--- src/hw/pad_ctrl_defines.vh ---
// Offsets, field positions and reset values of the pad configuration bank.
// Assumes it is included by the bank and by nothing that redefines these names.
`ifndef PAD_CTRL_DEFINES_VH
`define PAD_CTRL_DEFINES_VH

// ****************************************************************
// Register byte offsets
// ****************************************************************
`define PAD34_CONFIG_OFFSET 12'h088
`define PAD35_CONFIG_OFFSET 12'h08c
`define PAD36_CONFIG_OFFSET 12'h090
`define PAD37_CONFIG_OFFSET 12'h094

// ****************************************************************
// Field positions
// ****************************************************************
`define OUTPUT_FUNCTION_SELECT_LSB 0
`define OUTPUT_FUNCTION_SELECT_MSB 1
`define CTRL_SRC_LSB 3
`define CTRL_SRC_MSB 4
`define DRIVE_DIS_N_BIT 5
`define PULL_LSB 6
`define PULL_MSB 7
`define STRENGTH_LSB 8
`define STRENGTH_MSB 9
`define SLEW_FAST_BIT 10
`define RX_EN_BIT 11
`define HYST_BIT 12

// Writable bits: 12:3 and 1:0
`define PAD_WRITE_MASK 32'h00001ffb

// ****************************************************************
// Codes
// ****************************************************************
`define CTRL_SRC_LOCAL 2'h0
`define CTRL_SRC_PERIPH 2'h1
`define CTRL_SRC_FABRIC 2'h2
`define ENGINE_FUNCTION_CODE 2'h2

// ****************************************************************
// Reset values
// ****************************************************************
`define PAD_RESET_SRC_PERIPH 32'h00000128
`define PAD_RESET_SRC_LOCAL 32'h00000120

`endif

--- src/hw/pad_route.v ---
// One pad's control router: picks the owner of the pad controls.
// Assumes the register value is already masked; outputs are registered.
`timescale 1ns/1ps
`include "pad_ctrl_defines.vh"

module pad_route #(
  parameter ENGINE_OVERRIDE = 1'b0
) (
  input wire i_clk_sys,
  input wire i_nrst,
  input wire [31:0] i_cfg,
  input wire [10:0] i_periph_ctrl,
  input wire [10:0] i_fabric_ctrl,
  input wire [10:0] i_engine_ctrl,
  output reg [10:0] o_pad_ctrl,
  output reg [1:0] o_output_function_select
);

  // ****************************************************************
  // Control bundle: {hyst, rx_en, slew, strength[1:0], pull[1:0], dis_n}
  // ****************************************************************
  wire [1:0] src;
  wire [10:0] local_ctrl;
  reg [10:0] next_pad_ctrl;

  assign src = i_cfg[`CTRL_SRC_MSB:`CTRL_SRC_LSB];
  // Top three bits unused by the local source, held at zero
  assign local_ctrl = {3'h0, i_cfg[`HYST_BIT], i_cfg[`RX_EN_BIT], i_cfg[`SLEW_FAST_BIT],
    i_cfg[`STRENGTH_MSB:`STRENGTH_LSB], i_cfg[`PULL_MSB:`PULL_LSB],
    i_cfg[`DRIVE_DIS_N_BIT]};

  always @* begin
    if (ENGINE_OVERRIDE &&
        i_cfg[`OUTPUT_FUNCTION_SELECT_MSB:`OUTPUT_FUNCTION_SELECT_LSB] ==
        `ENGINE_FUNCTION_CODE) begin
      next_pad_ctrl = i_engine_ctrl;
    end else begin
      case (src)
        `CTRL_SRC_LOCAL: next_pad_ctrl = local_ctrl;
        `CTRL_SRC_PERIPH: next_pad_ctrl = i_periph_ctrl;
        `CTRL_SRC_FABRIC: next_pad_ctrl = i_fabric_ctrl;
        // Unused code: park the pad safe, driver off
        default: next_pad_ctrl = 11'h001;
      endcase
    end
  end

  always @(posedge i_clk_sys or negedge i_nrst) begin
    if (!i_nrst) begin
      o_pad_ctrl <= 11'h001;
      o_output_function_select <= 2'h0;
    end else begin
      o_pad_ctrl <= next_pad_ctrl;
      o_output_function_select <=
        i_cfg[`OUTPUT_FUNCTION_SELECT_MSB:`OUTPUT_FUNCTION_SELECT_LSB];
    end
  end

endmodule // pad_route

--- src/hw/pad_ctrl_bank.v ---
// Configuration bank for I/O pads 34 to 37 with control routing.
// Assumes a single-cycle strobe bus master on i_clk_sys, one strobe at a time.
`timescale 1ns/1ps
`include "pad_ctrl_defines.vh"

// Summary of operation
// - Bits 1:0 select pad output function
// - Bits 4:3 choose control owner
// - Local source applies register pad fields
// - Pads 35-37 function 2 hands engine control
// - Bit 5 low enables driver
// - Bits 7:6 pick Z, up, down, keeper
// - Bits 9:8 pick drive strength
// - Bit 10 high gives fast slew
// - Bit 11 enables input receiver
// - Bit 12 enables hysteresis input
module pad_ctrl_bank (
  input wire i_clk_sys,
  input wire i_nrst,
  input wire [11:0] i_addr,
  input wire [31:0] i_wdata,
  input wire i_wr,
  input wire i_rd,
  output reg [31:0] o_rdata,
  input wire [43:0] i_periph_ctrl,
  input wire [43:0] i_fabric_ctrl,
  input wire [43:0] i_engine_ctrl,
  output wire [43:0] o_pad_ctrl,
  output wire [7:0] o_output_function_select
);

  // ****************************************************************
  // Configuration registers
  // ****************************************************************
  reg [31:0] pad34_config;
  reg [31:0] pad35_config;
  reg [31:0] pad36_config;
  reg [31:0] pad37_config;
  wire [31:0] wval;

  // Reserved bits never store, so they always read zero
  assign wval = i_wdata & `PAD_WRITE_MASK;

  always @(posedge i_clk_sys or negedge i_nrst) begin
    if (!i_nrst) begin
      // Pads 34 and 36 start owned by peripherals, 35 and 37 locally
      pad34_config <= `PAD_RESET_SRC_PERIPH;
      pad35_config <= `PAD_RESET_SRC_LOCAL;
      pad36_config <= `PAD_RESET_SRC_PERIPH;
      pad37_config <= `PAD_RESET_SRC_LOCAL;
    end else if (i_wr) begin
      case (i_addr)
        `PAD34_CONFIG_OFFSET: pad34_config <= wval;
        `PAD35_CONFIG_OFFSET: pad35_config <= wval;
        `PAD36_CONFIG_OFFSET: pad36_config <= wval;
        `PAD37_CONFIG_OFFSET: pad37_config <= wval;
        // Unmapped writes are dropped
        default: ;
      endcase
    end
  end

  // ****************************************************************
  // Read port: data valid the cycle after the strobe only
  // ****************************************************************
  reg [31:0] next_rdata;

  always @* begin
    next_rdata = 32'h00000000;
    if (i_rd) begin
      case (i_addr)
        `PAD34_CONFIG_OFFSET: next_rdata = pad34_config;
        `PAD35_CONFIG_OFFSET: next_rdata = pad35_config;
        `PAD36_CONFIG_OFFSET: next_rdata = pad36_config;
        `PAD37_CONFIG_OFFSET: next_rdata = pad37_config;
        default: next_rdata = 32'h00000000;
      endcase
    end
  end

  always @(posedge i_clk_sys or negedge i_nrst) begin
    if (!i_nrst) begin
      o_rdata <= 32'h00000000;
    end else begin
      o_rdata <= next_rdata;
    end
  end

  // ****************************************************************
  // Per-pad routing; pad 34 has no engine override
  // ****************************************************************
  pad_route #(.ENGINE_OVERRIDE(1'b0)) u_pad34 (
    .i_clk_sys(i_clk_sys),
    .i_nrst(i_nrst),
    .i_cfg(pad34_config),
    .i_periph_ctrl(i_periph_ctrl[10:0]),
    .i_fabric_ctrl(i_fabric_ctrl[10:0]),
    .i_engine_ctrl(i_engine_ctrl[10:0]),
    .o_pad_ctrl(o_pad_ctrl[10:0]),
    .o_output_function_select(o_output_function_select[1:0])
  );

  pad_route #(.ENGINE_OVERRIDE(1'b1)) u_pad35 (
    .i_clk_sys(i_clk_sys),
    .i_nrst(i_nrst),
    .i_cfg(pad35_config),
    .i_periph_ctrl(i_periph_ctrl[21:11]),
    .i_fabric_ctrl(i_fabric_ctrl[21:11]),
    .i_engine_ctrl(i_engine_ctrl[21:11]),
    .o_pad_ctrl(o_pad_ctrl[21:11]),
    .o_output_function_select(o_output_function_select[3:2])
  );

  pad_route #(.ENGINE_OVERRIDE(1'b1)) u_pad36 (
    .i_clk_sys(i_clk_sys),
    .i_nrst(i_nrst),
    .i_cfg(pad36_config),
    .i_periph_ctrl(i_periph_ctrl[32:22]),
    .i_fabric_ctrl(i_fabric_ctrl[32:22]),
    .i_engine_ctrl(i_engine_ctrl[32:22]),
    .o_pad_ctrl(o_pad_ctrl[32:22]),
    .o_output_function_select(o_output_function_select[5:4])
  );

  pad_route #(.ENGINE_OVERRIDE(1'b1)) u_pad37 (
    .i_clk_sys(i_clk_sys),
    .i_nrst(i_nrst),
    .i_cfg(pad37_config),
    .i_periph_ctrl(i_periph_ctrl[43:33]),
    .i_fabric_ctrl(i_fabric_ctrl[43:33]),
    .i_engine_ctrl(i_engine_ctrl[43:33]),
    .o_pad_ctrl(o_pad_ctrl[43:33]),
    .o_output_function_select(o_output_function_select[7:6])
  );

endmodule // pad_ctrl_bank

--- config.mk ---
export PLATFORM = sky130hd
export DESIGN_NAME = pad_ctrl_bank
export DESIGN_NICKNAME = d
export VERILOG_FILES = /design/src/hw/pad_route.v /design/src/hw/pad_ctrl_bank.v
export VERILOG_INCLUDE_DIRS = /design/src /design/src/hw
export SDC_FILE = /design/constraint.sdc
export NUM_CORES = 1
export LEC_CHECK = 0
export BUFFER_PORTS_ARGS = -buffer_cell sky130_fd_sc_hd__buf_2
export CORE_UTILIZATION = 50
export DETAILED_ROUTE_END_ITERATION = 7
export PLACE_DENSITY = 0.83
export SYNTH_ARGS = -nofsm -noshare
export SYNTH_HDL_FRONTEND = slang
export SYNTH_SLANG_ARGS = --single-unit
--- constraint.sdc ---
create_clock -name i_clk_sys -period 4.35 [get_ports i_clk_sys]
set_clock_uncertainty 0.05 [all_clocks]
set_input_delay 0.435 -clock i_clk_sys [delete_from_list [all_inputs] [get_ports i_clk_sys]]
set_output_delay 0.435 -clock i_clk_sys [all_outputs]
set_load 0.005 [all_outputs]
* Word level (Yosys, flattened, before mapping)
Cells that the tools add are included.
Word-level totals: bits of input ports 180, logic and storage cells 45, bits in registers 132, output and inout bits 84
Cells by class: multiplexer cells 9, equality and inequality tests 15, reduce and logical (&&, ||, !) cells 8
Operator list (count):
- 11-bit one-hot mux with 3 select lines | 4
- 13-bit one-hot mux with 4 select lines | 1
- 12-bit by 8-bit equality test with 1-bit output, second input constant | 4
- 11-bit two-way mux | 3
- 2-bit equality test, second input constant | 7
- 13-bit two-way mux | 1
- 2-bit by 1-bit equality test with 1-bit output, second input constant | 4
- 2-bit logical NOT | 4
- 2-bit AND reduction | 4

* Depth between registers and ports, before layout
Gate-level depths: netlist (run 1).
depth after elaboration 3, gate-level depth with buffers 5, depth with buffers taken out 3

* Cells and area by module
From an unflattened synthesis (run 1), not the netlist that was laid out.
Second synthesis, totals: cell total of the unflattened synthesis 449, area total of the unflattened synthesis 5520.3 um2
Modules (own cells, without submodules):
- pad_ctrl_bank | instances 1, area each 2930.3 um2, cells each 201
- pad_route at u_pad35 ... | instances 3, area each 675.6 um2, cells each 70
- pad_route at u_pad34 | instances 1, area each 563.0 um2, cells each 38

* Worst setup path after synthesis (run 1)
No wires, ideal clock.
path type input -> register, start in i_addr[2], end reg pad34_config[10], setup time 0.125 ns, arrival 2.004 ns, stages 5, path slack 2.172 ns, path through clkbuf_1 > or4bb_1 > nor4_2 > buf_2 > mux2_2
Between the ends: cells in the longest elaborated chain, start to end 2
Ends and longest elaborated chain:
- start: declaration | RTL line pad_ctrl_bank.v:20 | input wire [11:0] i_addr,
- 12-bit by 8-bit equality test with 1-bit output | RTL line pad_ctrl_bank.v:52 | case (i_addr)
- 2-bit AND reduction (no line)
- end signal: assignment | RTL line pad_ctrl_bank.v:47 | pad34_config <= `PAD_RESET_SRC_PERIPH;
- end signal: assignment | RTL line pad_ctrl_bank.v:53 | `PAD34_CONFIG_OFFSET: pad34_config <= wval;
- end: declaration | RTL line pad_ctrl_bank.v:35 | reg [31:0] pad34_config;
Every way passes these cells. A chain may end at the register's enable or synchronous reset.

* Final worst setup path (run 1)
start in i_addr[2], end reg pad37_config[3]
Between the ends: cells in the longest elaborated chain, start to end 2
Ends and longest elaborated chain:
- 12-bit by 8-bit equality test with 1-bit output | RTL line pad_ctrl_bank.v:52
- 2-bit AND reduction (no line)
- end signal: assignment | RTL line pad_ctrl_bank.v:50 | pad37_config <= `PAD_RESET_SRC_LOCAL;
- end signal: assignment | RTL line pad_ctrl_bank.v:56 | `PAD37_CONFIG_OFFSET: pad37_config <= wval;
- end: declaration | RTL line pad_ctrl_bank.v:38 | reg [31:0] pad37_config;
Every way passes these cells.

==> results_tabular.tex, run 1 <==
\begin{tabular}{lr}
\hline
Metric & Value \\
\hline
\multicolumn{2}{l}{\textbf{Cells and area}} \\
Number of nets in the final layout & between 800 and 900 \\
Fillers & 808 \\
Diode insertion count for antenna repair & 0 \\
Fraction of final layout cells sized beyond drive strength 1 & 47.4\% \\
Area grow syn2layout & 23.5\% \\
Sequential cell area & roughly 2800 um\^{}2 \\
Final core utilization & 63.6\% \\
Finished layout cell area & roughly 6500 um\^{}2 \\
Area of the multi-input gates & roughly 2300 um\^{}2 \\
\multicolumn{2}{l}{\textbf{Clock network}} \\
Number of clock sinks & roughly 110 \\
Root Buffer & clkbuf\_8 \\
Number of levels the H-tree was split into & 3 \\
Clock transition at the register clock pins on the worst setup and hold paths after CTS & around 0.10 ns \\
Clock latency reported for the late side of the worst-skew pair & $\sim$0.37 ns \\
CTS Buffer Depth & 2 \\
Total CTS buffers & 9 \\
CTS tree & yes \\
\# resized after CTS & 0 \\
\multicolumn{2}{l}{\textbf{Floorplan}} \\
Die height & roughly 100 um \\
Core Region & between 10000 and 15000 um\^{}2 \\
Area enclosed by the die boundary & around 11000 um\^{}2 \\
Number of ports placed on the die boundary & around 260 \\
Number of standard-cell rows in the floorplan & 37 \\
X dimension of the die & 105 um \\
Initial core utilization & between 50\% and 60\% \\
\multicolumn{2}{l}{\textbf{Timing}} \\
Fin crit period & between 1.5 and 2 ns \\
WHS & between 0.2 and 0.25 ns \\
Achievable Freq & around 500 MHz \\
Pins Over Slew Limit & 0 \\
Total of endpoints with negative setup slack in the final report & 0 \\
Worst-case headroom to the max-slew limit & a little over two fifths \\
Fraction of the cycle the final worst path needs & a little under half \\
Worst-Margin Slew & about 0.85 ns \\
Worst setup slack after layout & between 2 and 2.5 ns \\
Setup TNS Final & 0 ns \\
Fin. Hold Viols & 0 \\
Setup repair after global routing missed its margin & no \\
\multicolumn{2}{l}{\textbf{Critical path}} \\
Type of the worst setup path & in -> reg \\
Sort of element at the end of the critical path & register \\
Endpoint arrival time on the critical path & between 2 and 2.5 ns \\
Critical-path maximum fanout & 28 \\
Termination of the worst setup path & pad37\_config[3] \\
Count of cells along the worst register-to-register path & 3 \\
Data required time of the critical path & $\sim$4.6 ns \\
Setup slack on the worst flop-to-flop path & approximately 2.4 ns \\
Capture point of the worst reg-to-reg path & u\_pad36.o\_pad\_ctrl[6] \\
Setup crit start kind & input pin \\
Worst setup path startpoint & i\_addr[2] \\
FF-to-FF Start & pad36\_config[3] \\
\multicolumn{2}{l}{\textbf{Pwr}} \\
Pwr Density & 266 nW/um\^{}2 \\
Leakage dissipation & between 3 and 4 nW \\
Max rail drop VDD & around 0.13 mV \\
\multicolumn{2}{l}{\textbf{Synth}} \\
Sequential-to-total area share from yosys stat & about 53\% \\
Number of instances in the synthesized netlist & 439 \\
Yosys synthesis warning count & 0 \\
Register bit total from synthesis & around 110 \\
Summed instance area of the synthesized netlist & 5300 um\^{}2 \\
Number of distinct library cells after synthesis & 32 \\
Post-Syn Area per Cell & 12.1 um\^{}2 \\
\multicolumn{2}{l}{\textbf{Global routing}} \\
Number of global-route vias before repair & approximately 4100 \\
Maximum number of pins on one net before global-route repair & 50 \\
First-pass GRT wire length & between 20 and 25 mm \\
Overflow after GRT & 0 \\
Global router's overall resource usage & roughly 24\% \\
Antenna violations before repair & 0 \\
\multicolumn{2}{l}{\textbf{Place}} \\
Number of input and output port buffers inserted & between 200 and 250 \\
Global placement routability congestion & around 0.85 \\
HPWL after DPL & between 9 and 10 mm \\
Dpl ws & slightly below 2 ns \\
Placed Instance Area & about 6400 um\^{}2 \\
\multicolumn{2}{l}{\textbf{Detailed routing}} \\
Post-detailed-route count of antenna-violating nets & 0 \\
Vias/cell & 5.28 \\
Total met2 wirelength after detailed routing & 6.90 mm \\
Length of routed wiring on met1 & $\sim$5.4 mm \\
Number of remaining DRC errors & 0 \\
Max layer used & met4 \\
DRT iter0 DRCs & between 200 and 250 \\
DRT Pass-1 Iters & 4 \\
Total wirelength of the detailed-routed design & between 10 and 15 mm \\
DR WL met3 & roughly 670 um \\
Detailed-route via count & approximately 4100 \\
Final routed wire length divided by cell count & 16.9 um \\
\multicolumn{2}{l}{\textbf{Run}} \\
Number of maximum-capacitance violations & 0 \\
\multicolumn{2}{l}{\textbf{Worst hold path}} \\
Worst hold path class & in -> reg \\
\multicolumn{2}{l}{\textbf{Outcome}} \\
Status & complete, no violations \\
\hline
\end{tabular}
## cell type report
cell class / instances / share of cell area, %
sequential: 112 / 43.1
timing repair buffer: 218 / 17.0
clock inverter: 6 / 0.555
inverter: 5 / 0.287
multi-input combinational: 292 / 34.5
clock buffer: 10 / 1.95
tap: 136 / 2.60
## routing by layer
layer  global-route usage (%)  vias to the layer above
li1                         -                     1933
met1                     29.8                     2024
met2                     42.7                      143
met3                     3.99                       16
met4                     9.56                        0
met5                        0                        -
## state kept, by name, summed over array words and instances (netlist names)
register / flops
o_rdata: 12
u_pad36.o_pad_ctrl: 11
u_pad37.o_pad_ctrl: 11
u_pad35.o_output_function_select: 2
pad34_config: 12
pad36_config: 12
u_pad37.o_output_function_select: 2
u_pad34.o_pad_ctrl: 11
pad37_config: 12
u_pad34.o_output_function_select: 2
u_pad36.o_output_function_select: 2
pad35_config: 12
u_pad35.o_pad_ctrl: 11
## what timing repair did
action                    in CTS  in global routing
hold buffers                   1                  0
buffers inserted               0                  0
hold endpoints to repair      20                  0
## logic make-up (layout without fill, tap and decap cells)
| family | Yosys count | count (layout) | synth area share, % |
|---|---|---|---|
| muxes | 103 | 103 | 21.4 |
| and+or+nand+nor | 78 | 78 | 7.92 |
| other | 1 | 20 | 0.0708 |
| DFF | 112 | 112 | 53.3 |
| buffers and inverters | 54 | 239 | 5.46 |
| AOI/OAI and AO/OA | 91 | 91 | 11.9 |
## how the worst min path moves through the flow
stage	endpoint	start	slack, ns	cells past startpoint
6_report	u_pad34.o_pad_ctrl[5]	i_periph_ctrl[5]	0.22	3
5_1_grt	u_pad34.o_pad_ctrl[5]	i_periph_ctrl[5]	0.22	3
4_1_cts	u_pad34.o_pad_ctrl[2]	i_periph_ctrl[2]	0.21	3
3_5_place_dp	u_pad35.o_pad_ctrl[1]	i_nrst	0.32	1
3_3_place_gp	u_pad35.o_pad_ctrl[2]	i_nrst	0.30	1
2_1_floorplan	o_rdata[0]	i_nrst	0.09	0
## cell usage after synthesis, drive strengths merged
master | n | area share (%)
a211o | 1 | 0.17
a211oi | 1 | 0.14
a21oi | 34 | 3.2
a22o | 3 | 0.50
a22oi | 9 | 1.3
a2bb2oi | 21 | 3.5
buf | 32 | 3.9
clkbuf | 17 | 1.2
conb | 1 | 0.071
dfrtp | 98 | 46
dfstp | 14 | 6.9
inv | 5 | 0.35
mux2 | 51 | 12
mux2i | 52 | 9.8
nand2 | 7 | 0.50
nand2b | 5 | 0.59
nand4b | 2 | 0.33
nor2 | 33 | 2.3
nor2b | 9 | 1.1
nor3 | 12 | 1.1
nor4 | 3 | 0.71
o21ai | 7 | 0.66
o22a | 12 | 2.0
o2bb2ai | 3 | 0.50
or2 | 2 | 0.24
or3b | 1 | 0.17
or4 | 2 | 0.43
or4bb | 2 | 0.43
## stage by stage
stage | instances | power, W
floorplan | 458 | 0.00112
global placement | 762 | 0.00121
detailed placement | 762 | 0.00121
CTS | 779 | 0.00175
global route | 779 | 0.00182
finish | 779 | 0.00174
## report_power, final
part           total [W]  switching (W)  internal [W]
combinational   0.000141      0.0000736     0.0000677
sequential       0.00105     0.00000407       0.00105
clock           0.000546       0.000340      0.000206
total            0.00174       0.000418       0.00132
## cells in the final DEF (no fill, tap or decap), drive strengths merged, types with 2 or more instances in the layout
cell type	Yosys	routed
or4	2	2
o2bb2ai	3	3
dfrtp	98	98
nand2	7	7
mux2i	52	52
o21ai	7	7
dfstp	14	14
clkinv	0	5
nor2	33	33
conb	1	20
or4bb	2	2
nor4	3	3
clkbuf	17	10
or2	2	2
a22oi	9	9
nor2b	9	9
inv	5	5
a22o	3	3
o22a	12	12
nand2b	5	5
a2bb2oi	21	21
nand4b	2	2
mux2	51	51
a21oi	34	34
buf	32	217
nor3	12	12
## critical path, cell delays in order
cell and delay (ns):
buf_2 0.63, nand4b_1 0.17, or4_4 0.61, mux2_4 0.34
Power figures use the tool's default switching activity.
==> inputs of run 2 (changes only) <==
- CORE_UTILIZATION: 50 -> 46
- PLACE_DENSITY: 0.83 -> 0.77
- clock period: 4.35 -> 1.9 ns (I/O delays scaled with it)
==> results_tabular.tex, run 2 (synthesized netlist as in run 1, its figures left out) <==
\begin{tabular}{lr}
\hline
Metric & Value \\
\hline
\multicolumn{2}{l}{\textbf{Place}} \\
Number of input and output port buffers inserted & 212 (unchanged) \\
Dpl ws & -0.0629 ns (-2.03 ns) \\
HPWL after DPL & 10.2 mm (+4.2\%) \\
Global placement routability congestion & 0.879 (+3.7\%) \\
\multicolumn{2}{l}{\textbf{Clock network}} \\
Total CTS buffers & 9 (unchanged) \\
\# resized after CTS & 0 (unchanged) \\
CTS Buffer Depth & 2 (unchanged) \\
Number of levels the H-tree was split into & 3 (unchanged) \\
Postcts setup bufs & 0 (unchanged) \\
Clock latency reported for the late side of the worst-skew pair & 0.34 ns (-0.03 ns) \\
Root Buffer & clkbuf\_16 \\
Number of clock sinks & 112 (unchanged) \\
Clock transition at the register clock pins on the worst setup and hold paths after CTS & 0.07 ns (-0.03 ns) \\
CTS tree & yes \\
Number of buffers inserted by hold repair at cts & 3 (+2) \\
\multicolumn{2}{l}{\textbf{Pwr}} \\
Leakage dissipation & 3.63 nW (+4.0\%) \\
Reported net switching power & 0.00102 W (+140\%) \\
Internal power consumption & 0.00362 W (+170\%) \\
Combinational group share of total power & 7.3\% (-0.8 points) \\
Proportion of power drawn by the clock network & 40.8\% (+9.4 points) \\
Max rail drop VDD & 0.366 mV (+170\%) \\
Switching power as a share of total power & 21.9\% (-2.1 points) \\
Pwr Density & 682 nW/um\^{}2 (+160\%) \\
Sequential group share of total power & 51.9\% (-8.6 points) \\
Total power draw & 0.00464 W (+170\%) \\
\multicolumn{2}{l}{\textbf{Global routing}} \\
Overflow after GRT & 0 (unchanged) \\
Global router's overall resource usage & 22.8\% (-1.5 points) \\
First-pass GRT wire length & 20.6 mm (+0.17\%) \\
Number of global-route vias before repair & 4134 (-0.097\%) \\
Antenna violations before repair & 0 (unchanged) \\
Maximum number of pins on one net before global-route repair & 57 (+14\%) \\
\multicolumn{2}{l}{\textbf{Timing}} \\
Total of endpoints with negative setup slack in the final report & 0 (unchanged) \\
Fraction of the cycle the final worst path needs & a little under nine tenths \\
Achievable Freq & 619 MHz \\
Setup repair after global routing missed its margin & no \\
Worst-Margin Slew & 0.855 ns (+0.00292 ns) \\
Worst-case headroom to the max-slew limit & 43.0\% (-0.19 points) \\
Fin crit period & about 1.6 ns \\
Fin. Hold Viols & 0 (unchanged) \\
Pins Over Slew Limit & 0 (unchanged) \\
Worst setup slack after layout & 0.284 ns (-2.08 ns) \\
\multicolumn{2}{l}{\textbf{Floorplan}} \\
Die height & 109 um (+4.2\%) \\
Initial core utilization & 48.0\% (-3.5 points) \\
X dimension of the die & 109 um (+4.2\%) \\
Core Region & 11000 um\^{}2 (+7.3\%) \\
Number of standard-cell rows in the floorplan & 38 (+2.7\%) \\
Number of ports placed on the die boundary & 264 (unchanged) \\
Area enclosed by the die boundary & 11900 um\^{}2 (+8.5\%) \\
\multicolumn{2}{l}{\textbf{Detailed routing}} \\
DRT Pass-1 Iters & 4 (unchanged) \\
Length of routed wiring on met1 & 5.59 mm (+4.1\%) \\
Max layer used & met4 \\
Vias/cell & 5.23 (-0.96\%) \\
Total wirelength of the detailed-routed design & 13.5 mm (+2.4\%) \\
Final routed wire length divided by cell count & 16.9 um (about the same) \\
Number of remaining DRC errors & 0 (unchanged) \\
Post-detailed-route count of antenna-violating nets & 0 (unchanged) \\
Total met2 wirelength after detailed routing & 6.90 mm (unchanged) \\
Detailed-route via count & 4176 (+1.5\%) \\
DRT iter0 DRCs & 167 (-17\%) \\
DR WL met3 & 787 um (+17\%) \\
\multicolumn{2}{l}{\textbf{Worst hold path}} \\
Worst hold path class & in -> reg \\
\multicolumn{2}{l}{\textbf{Critical path}} \\
Type of the worst setup path & in -> reg \\
Top cell family by delay on the critical path & simple AND/OR/NAND/NOR gates \\
Cell with the most instances on the worst path & or4\_4 \\
Library cell contributing the largest single delay on the critical path & or4\_4 \\
Setup crit start kind & input pin \\
Endpoint arrival time on the critical path & 1.79 ns (-0.41 ns) \\
Largest incremental delay on the critical path & 0.59 ns (-0.04 ns) \\
Cell breakdown of the critical path & buf\_2 -> or4\_4 -> or4\_4 -> mux2\_4 \\
Data required time of the critical path & 2.08 ns (-2.48 ns) \\
Number of buffer and inverter instances along the worst setup path & 1 (unchanged) \\
Critical-path maximum fanout & 12 (-57\%) \\
Sort of element at the end of the critical path & register \\
\multicolumn{2}{l}{\textbf{Cells and area}} \\
Fraction of final layout cells sized beyond drive strength 1 & 48.2\% (+0.74 points) \\
Number of nets in the final layout & 833 (+1.8\%) \\
Top library cells by usage in the layout, fill and taps aside & buf\_2, dfrtp\_1, mux2i\_1 \\
Most frequent standard cell in the layout excluding fill and tap cells & buf\_2 \\
Diode insertion count for antenna repair & 0 (unchanged) \\
Area grow syn2layout & 28.5\% \\
\multicolumn{2}{l}{\textbf{Outcome}} \\
Status & complete, no violations \\
\multicolumn{2}{l}{\textbf{Run}} \\
Number of maximum-capacitance violations & 0 (unchanged) \\
\hline
\end{tabular}
-- run 2: cell count changes in the layout (fill, tap and decap cells not counted), sizes merged --
cell | previous run | this run
buf | 217 | 230
clkbuf | 10 | 12
clkinv | 5 | 3
dlygate4sd3 | 1 | 3
bufinv | 0 | 1
clkinvlp | 1 | 0
-- run 2: layout make-up --
class	instances	area [um^2]
fillers	909	4230
flip-flops and latches	112	2820
multi-input cells	292	2260
repair buffers	233	1240
clock buffers	12	246
well taps	140	175
clock inverters	4	45.0
inverters	5	18.8
-- run 2: metal layers --
| metal | global-route usage (%) | vias up |
|---|---|---|
| li1 | - | 1969 |
| met1 | 28.6 | 2030 |
| met2 | 39.8 | 163 |
| met3 | 3.85 | 14 |
| met4 | 7.71 | 0 |
| met5 | 0 | - |
-- run 2: power groups by stage --
stage	registers (W)	logic (W)	clock network, W
final	0.00241	0.000338	0.00189
after global routing	0.00241	0.000376	0.00203
after CTS	0.00241	0.000341	0.00193
after detailed placement	0.00245	0.000335	0
after global placement	0.00245	0.000325	0
after floorplan	0.00245	0.000112	0
-- run 2: worst paths after layout --
check	endpoint	slack [ns]	cells past startpoint	start
worst min-delay path	u_pad34.o_pad_ctrl[5]	0.009	3	i_periph_ctrl[5]
worst min register to register	u_pad34.o_output_function_select[0]	0.36	0	pad34_config[0]
max in group asynchronous	u_pad35.o_pad_ctrl[0]	0.96	3	i_nrst
min in group asynchronous	u_pad36.o_output_function_select[1]	0.22	2	i_nrst
worst max-delay path	pad37_config[9]	0.28	4	i_addr[1]
worst max register to register	u_pad37.o_pad_ctrl[1]	0.29	3	pad37_config[4]
-- run 2: worst min-delay path: cells and delay by family --
kind | cells | cell delay (ns)
buffers and inverters | 1 | 0.08
AO/OA/AOI/OAI | 1 | 0.06
AND/OR/NAND/NOR | 1 | 0.04
-- run 2: metrics by stage --
stage               TNS (ns)  instances  instance area [um^2]  util (%)  hold slack (ns)
CTS                        0        798                  6800      61.7         0.000905
global route               0        798                  6800      61.7           0.0167
detailed placement     -1.03        779                  6480      58.8           0.0357
finish                     0        798                  6800      61.7          0.00923
floorplan                  0        458                  5380         -           -0.156
global placement      -0.617        779                  6480      58.8           0.0331
==> inputs of run 3 (changes only) <==
- CORE_UTILIZATION: 46 -> 42
- CTS_CLUSTER_DIAMETER: unset -> 80
- PLACE_DENSITY: 0.77 -> 0.74
- clock period: 1.9 -> 1.4 ns (I/O delays scaled with it)
==> results_tabular.tex, run 3 (synthesized netlist as in run 1, its figures left out) <==
\begin{tabular}{lr}
\hline
Metric & Value \\
\hline
\multicolumn{2}{l}{\textbf{Floorplan}} \\
Core Region & 12200 um\^{}2 (+10\%) \\
Die height & 114 um (+4.6\%) \\
Area enclosed by the die boundary & 13100 um\^{}2 (+9.3\%) \\
X dimension of the die & 114 um (+4.6\%) \\
Number of standard-cell rows in the floorplan & 40 (+5.3\%) \\
Number of ports placed on the die boundary & 264 (unchanged) \\
Initial core utilization & 43.5\% (-4.5 points) \\
\multicolumn{2}{l}{\textbf{Critical path}} \\
Cell breakdown of the critical path & buf\_6 -> or4\_4 -> or4\_4 -> mux2\_4 \\
Type of the worst setup path & in -> reg \\
Top cell family by delay on the critical path & simple AND/OR/NAND/NOR gates \\
Number of buffer and inverter instances along the worst setup path & 1 (unchanged) \\
Library cell contributing the largest single delay on the critical path & or4\_4 \\
Data required time of the critical path & 1.58 ns (-0.50 ns) \\
Endpoint arrival time on the critical path & 1.71 ns (-0.08 ns) \\
Critical-path maximum fanout & 6 (-6) \\
Setup slack on the worst flop-to-flop path & 0.09 ns (-0.20 ns) \\
Largest incremental delay on the critical path & 0.60 ns (about the same) \\
Setup crit start kind & input pin \\
Sort of element at the end of the critical path & register \\
Cell with the most instances on the worst path & or4\_4 \\
\multicolumn{2}{l}{\textbf{Clock network}} \\
Clock transition at the register clock pins on the worst setup and hold paths after CTS & 0.07 ns (about the same) \\
Root Buffer & clkbuf\_16 \\
CTS tree & yes \\
Total CTS buffers & 9 (unchanged) \\
CTS Buffer Depth & 2 (unchanged) \\
Clock latency reported for the late side of the worst-skew pair & 0.35 ns (about the same) \\
Number of levels the H-tree was split into & 3 (unchanged) \\
Number of clock sinks & 112 (unchanged) \\
\multicolumn{2}{l}{\textbf{Pwr}} \\
Total power draw & 0.00660 W (+42\%) \\
Reported net switching power & 0.00141 W (+39\%) \\
Leakage dissipation & 3.95 nW (+9.0\%) \\
Pwr Density & 871 nW/um\^{}2 (+28\%) \\
Proportion of power drawn by the clock network & 41.6\% (+0.8 points) \\
Internal power consumption & 0.00519 W (+43\%) \\
Combinational group share of total power & 8.9\% (+1.6 points) \\
Sequential group share of total power & 49.5\% (-2.4 points) \\
Switching power as a share of total power & 21.4\% (-0.55 points) \\
Max rail drop VDD & 0.528 mV (+44\%) \\
\multicolumn{2}{l}{\textbf{Detailed routing}} \\
DRT Pass-1 Iters & 4 (unchanged) \\
Max layer used & met4 \\
Vias/cell & 5.02 (-4.1\%) \\
Final routed wire length divided by cell count & 17.1 um (+1.1\%) \\
Post-detailed-route count of antenna-violating nets & 0 (unchanged) \\
Length of routed wiring on met1 & 6.23 mm (+12\%) \\
Total wirelength of the detailed-routed design & 15.0 mm (+11\%) \\
Number of remaining DRC errors & 0 (unchanged) \\
DR WL met3 & 768 um (-2.4\%) \\
Detailed-route via count & 4413 (+5.7\%) \\
DRT iter0 DRCs & 208 (+25\%) \\
Total met2 wirelength after detailed routing & 7.65 mm (+11\%) \\
\multicolumn{2}{l}{\textbf{Timing}} \\
Fraction of the cycle the final worst path needs & 110\% \\
Total of endpoints with negative setup slack in the final report & 47 (+47) \\
Setup repair after global routing missed its margin & yes \\
Worst setup slack after layout & -0.134 ns (-0.418 ns) \\
Pins Over Slew Limit & 0 (unchanged) \\
Fin. Hold Viols & 0 (unchanged) \\
Achievable Freq & roughly 650 MHz \\
Fin crit period & 1.53 ns \\
WHS & 0.00325 ns (-0.00598 ns) \\
\multicolumn{2}{l}{\textbf{Outcome}} \\
Status & finished, violations left \\
Failing checks & setup timing \\
\multicolumn{2}{l}{\textbf{Run}} \\
Number of maximum-capacitance violations & 0 (unchanged) \\
\multicolumn{2}{l}{\textbf{Global routing}} \\
Number of global-route vias before repair & 4635 (+12\%) \\
Overflow after GRT & 0 (unchanged) \\
Antenna violations before repair & 0 (unchanged) \\
Maximum number of pins on one net before global-route repair & 32 (-44\%) \\
Global router's overall resource usage & 23.5\% (+0.66 points) \\
First-pass GRT wire length & 23.1 mm (+13\%) \\
\multicolumn{2}{l}{\textbf{Cells and area}} \\
Area of the multi-input gates & 2410 um\^{}2 (+6.8\%) \\
Sequential cell area & 2820 um\^{}2 (unchanged) \\
Diode insertion count for antenna repair & 0 (unchanged) \\
Number of nets in the final layout & 887 (+6.5\%) \\
Fraction of final layout cells sized beyond drive strength 1 & 48.1\% (-0.075 points) \\
Area grow syn2layout & 43.1\% \\
Most frequent standard cell in the layout excluding fill and tap cells & buf\_2 \\
Top library cells by usage in the layout, fill and taps aside & buf\_2, dfrtp\_1, mux2i\_1 \\
Post-route insts no fill & 879 (+10\%) \\
Fillers & 997 (+9.7\%) \\
\multicolumn{2}{l}{\textbf{Place}} \\
Global placement routability congestion & 0.896 (+1.9\%) \\
Number of instances in the placed design & 826 (+6.0\%) \\
Dpl ws & -0.550 ns (-0.487 ns) \\
Number of input and output port buffers inserted & 212 (unchanged) \\
HPWL after DPL & 10.9 mm (+6.9\%) \\
\multicolumn{2}{l}{\textbf{Worst hold path}} \\
Worst hold path class & in -> reg \\
\hline
\end{tabular}
==> run 3: cell count changes in the layout (fill, tap and decap cells not counted), sizes merged <==
cell / delta
clkinvlp: +1
dlygate4sd3: +32
or4: +1
bufinv: +1
clkinv: -3
buf: +21
==> run 3: final cells by class <==
type / count / share of cell area (%)
repair buffers: 286 / 23.8
flip-flops and latches: 112 / 37.2
multi-input cells: 293 / 31.8
clock inverters: 3 / 0.892
well taps: 168 / 2.77
inverters: 5 / 0.248
clock buffers: 12 / 3.25
==> run 3: worst register-to-register path, stage by stage (launching register included) <==
cell and delay [ns]:
dfrtp_1 0.45, buf_4 0.19, mux2i_1 0.22, a2bb2oi_1 0.19, a21oi_1 0.10
==> run 3: final timing paths <==
check                                   from                             endpoint  cells after the start
max                                i_addr[1]                      pad37_config[7]                      4
min                        i_engine_ctrl[41]                u_pad37.o_pad_ctrl[8]                      3
max reg2reg                  pad35_config[4]                u_pad35.o_pad_ctrl[1]                      4
min reg2reg                  pad34_config[1]  u_pad34.o_output_function_select[1]                      0
max in group asynchronous             i_nrst                u_pad34.o_pad_ctrl[0]                      3
min in group asynchronous             i_nrst  u_pad37.o_output_function_select[1]                      2
==> run 3: power by group through the flow <==
| stage | combinational, W | sequential, W | clock [W] |
|---|---|---|---|
| 2_1_floorplan | 0.000160 | 0.00333 | 0 |
| 3_3_place_gp | 0.000475 | 0.00333 | 0 |
| 3_5_place_dp | 0.000491 | 0.00333 | 0 |
| 4_1_cts | 0.000578 | 0.00327 | 0.00280 |
| 5_1_grt | 0.000639 | 0.00327 | 0.00292 |
| 6_report | 0.000587 | 0.00327 | 0.00274 |
==> run 3: what timing repair did <==
action                                 in CTS  in global routing
gates resized for setup                     9                 13
setup buffers                               0                  1
pin swaps                                   1                  2
hold buffers                               35                  0
endpoints found under the hold margin      57                  0
cloned                                      1                  1
setup endpoints to repair                  48                 52
==> run 3: stage by stage <==
step           instance area [um^2]  TNS, ns  utilization, %
3_3_place_gp                   6810   -23.90            56.0
5_1_grt                        7580    -5.17            62.3
3_5_place_dp                   6810   -25.72            56.0
6_report                       7580    -3.95            62.3
4_1_cts                        7520    -3.30            61.8
2_1_floorplan                  5490   -17.77               -
==> run 3: metal layers <==
metal	track usage [%]	vias to the layer above
li1	-	2075
met1	28.3	2149
met2	41.5	162
met3	4.18	27
met4	9.52	0
met5	0	-
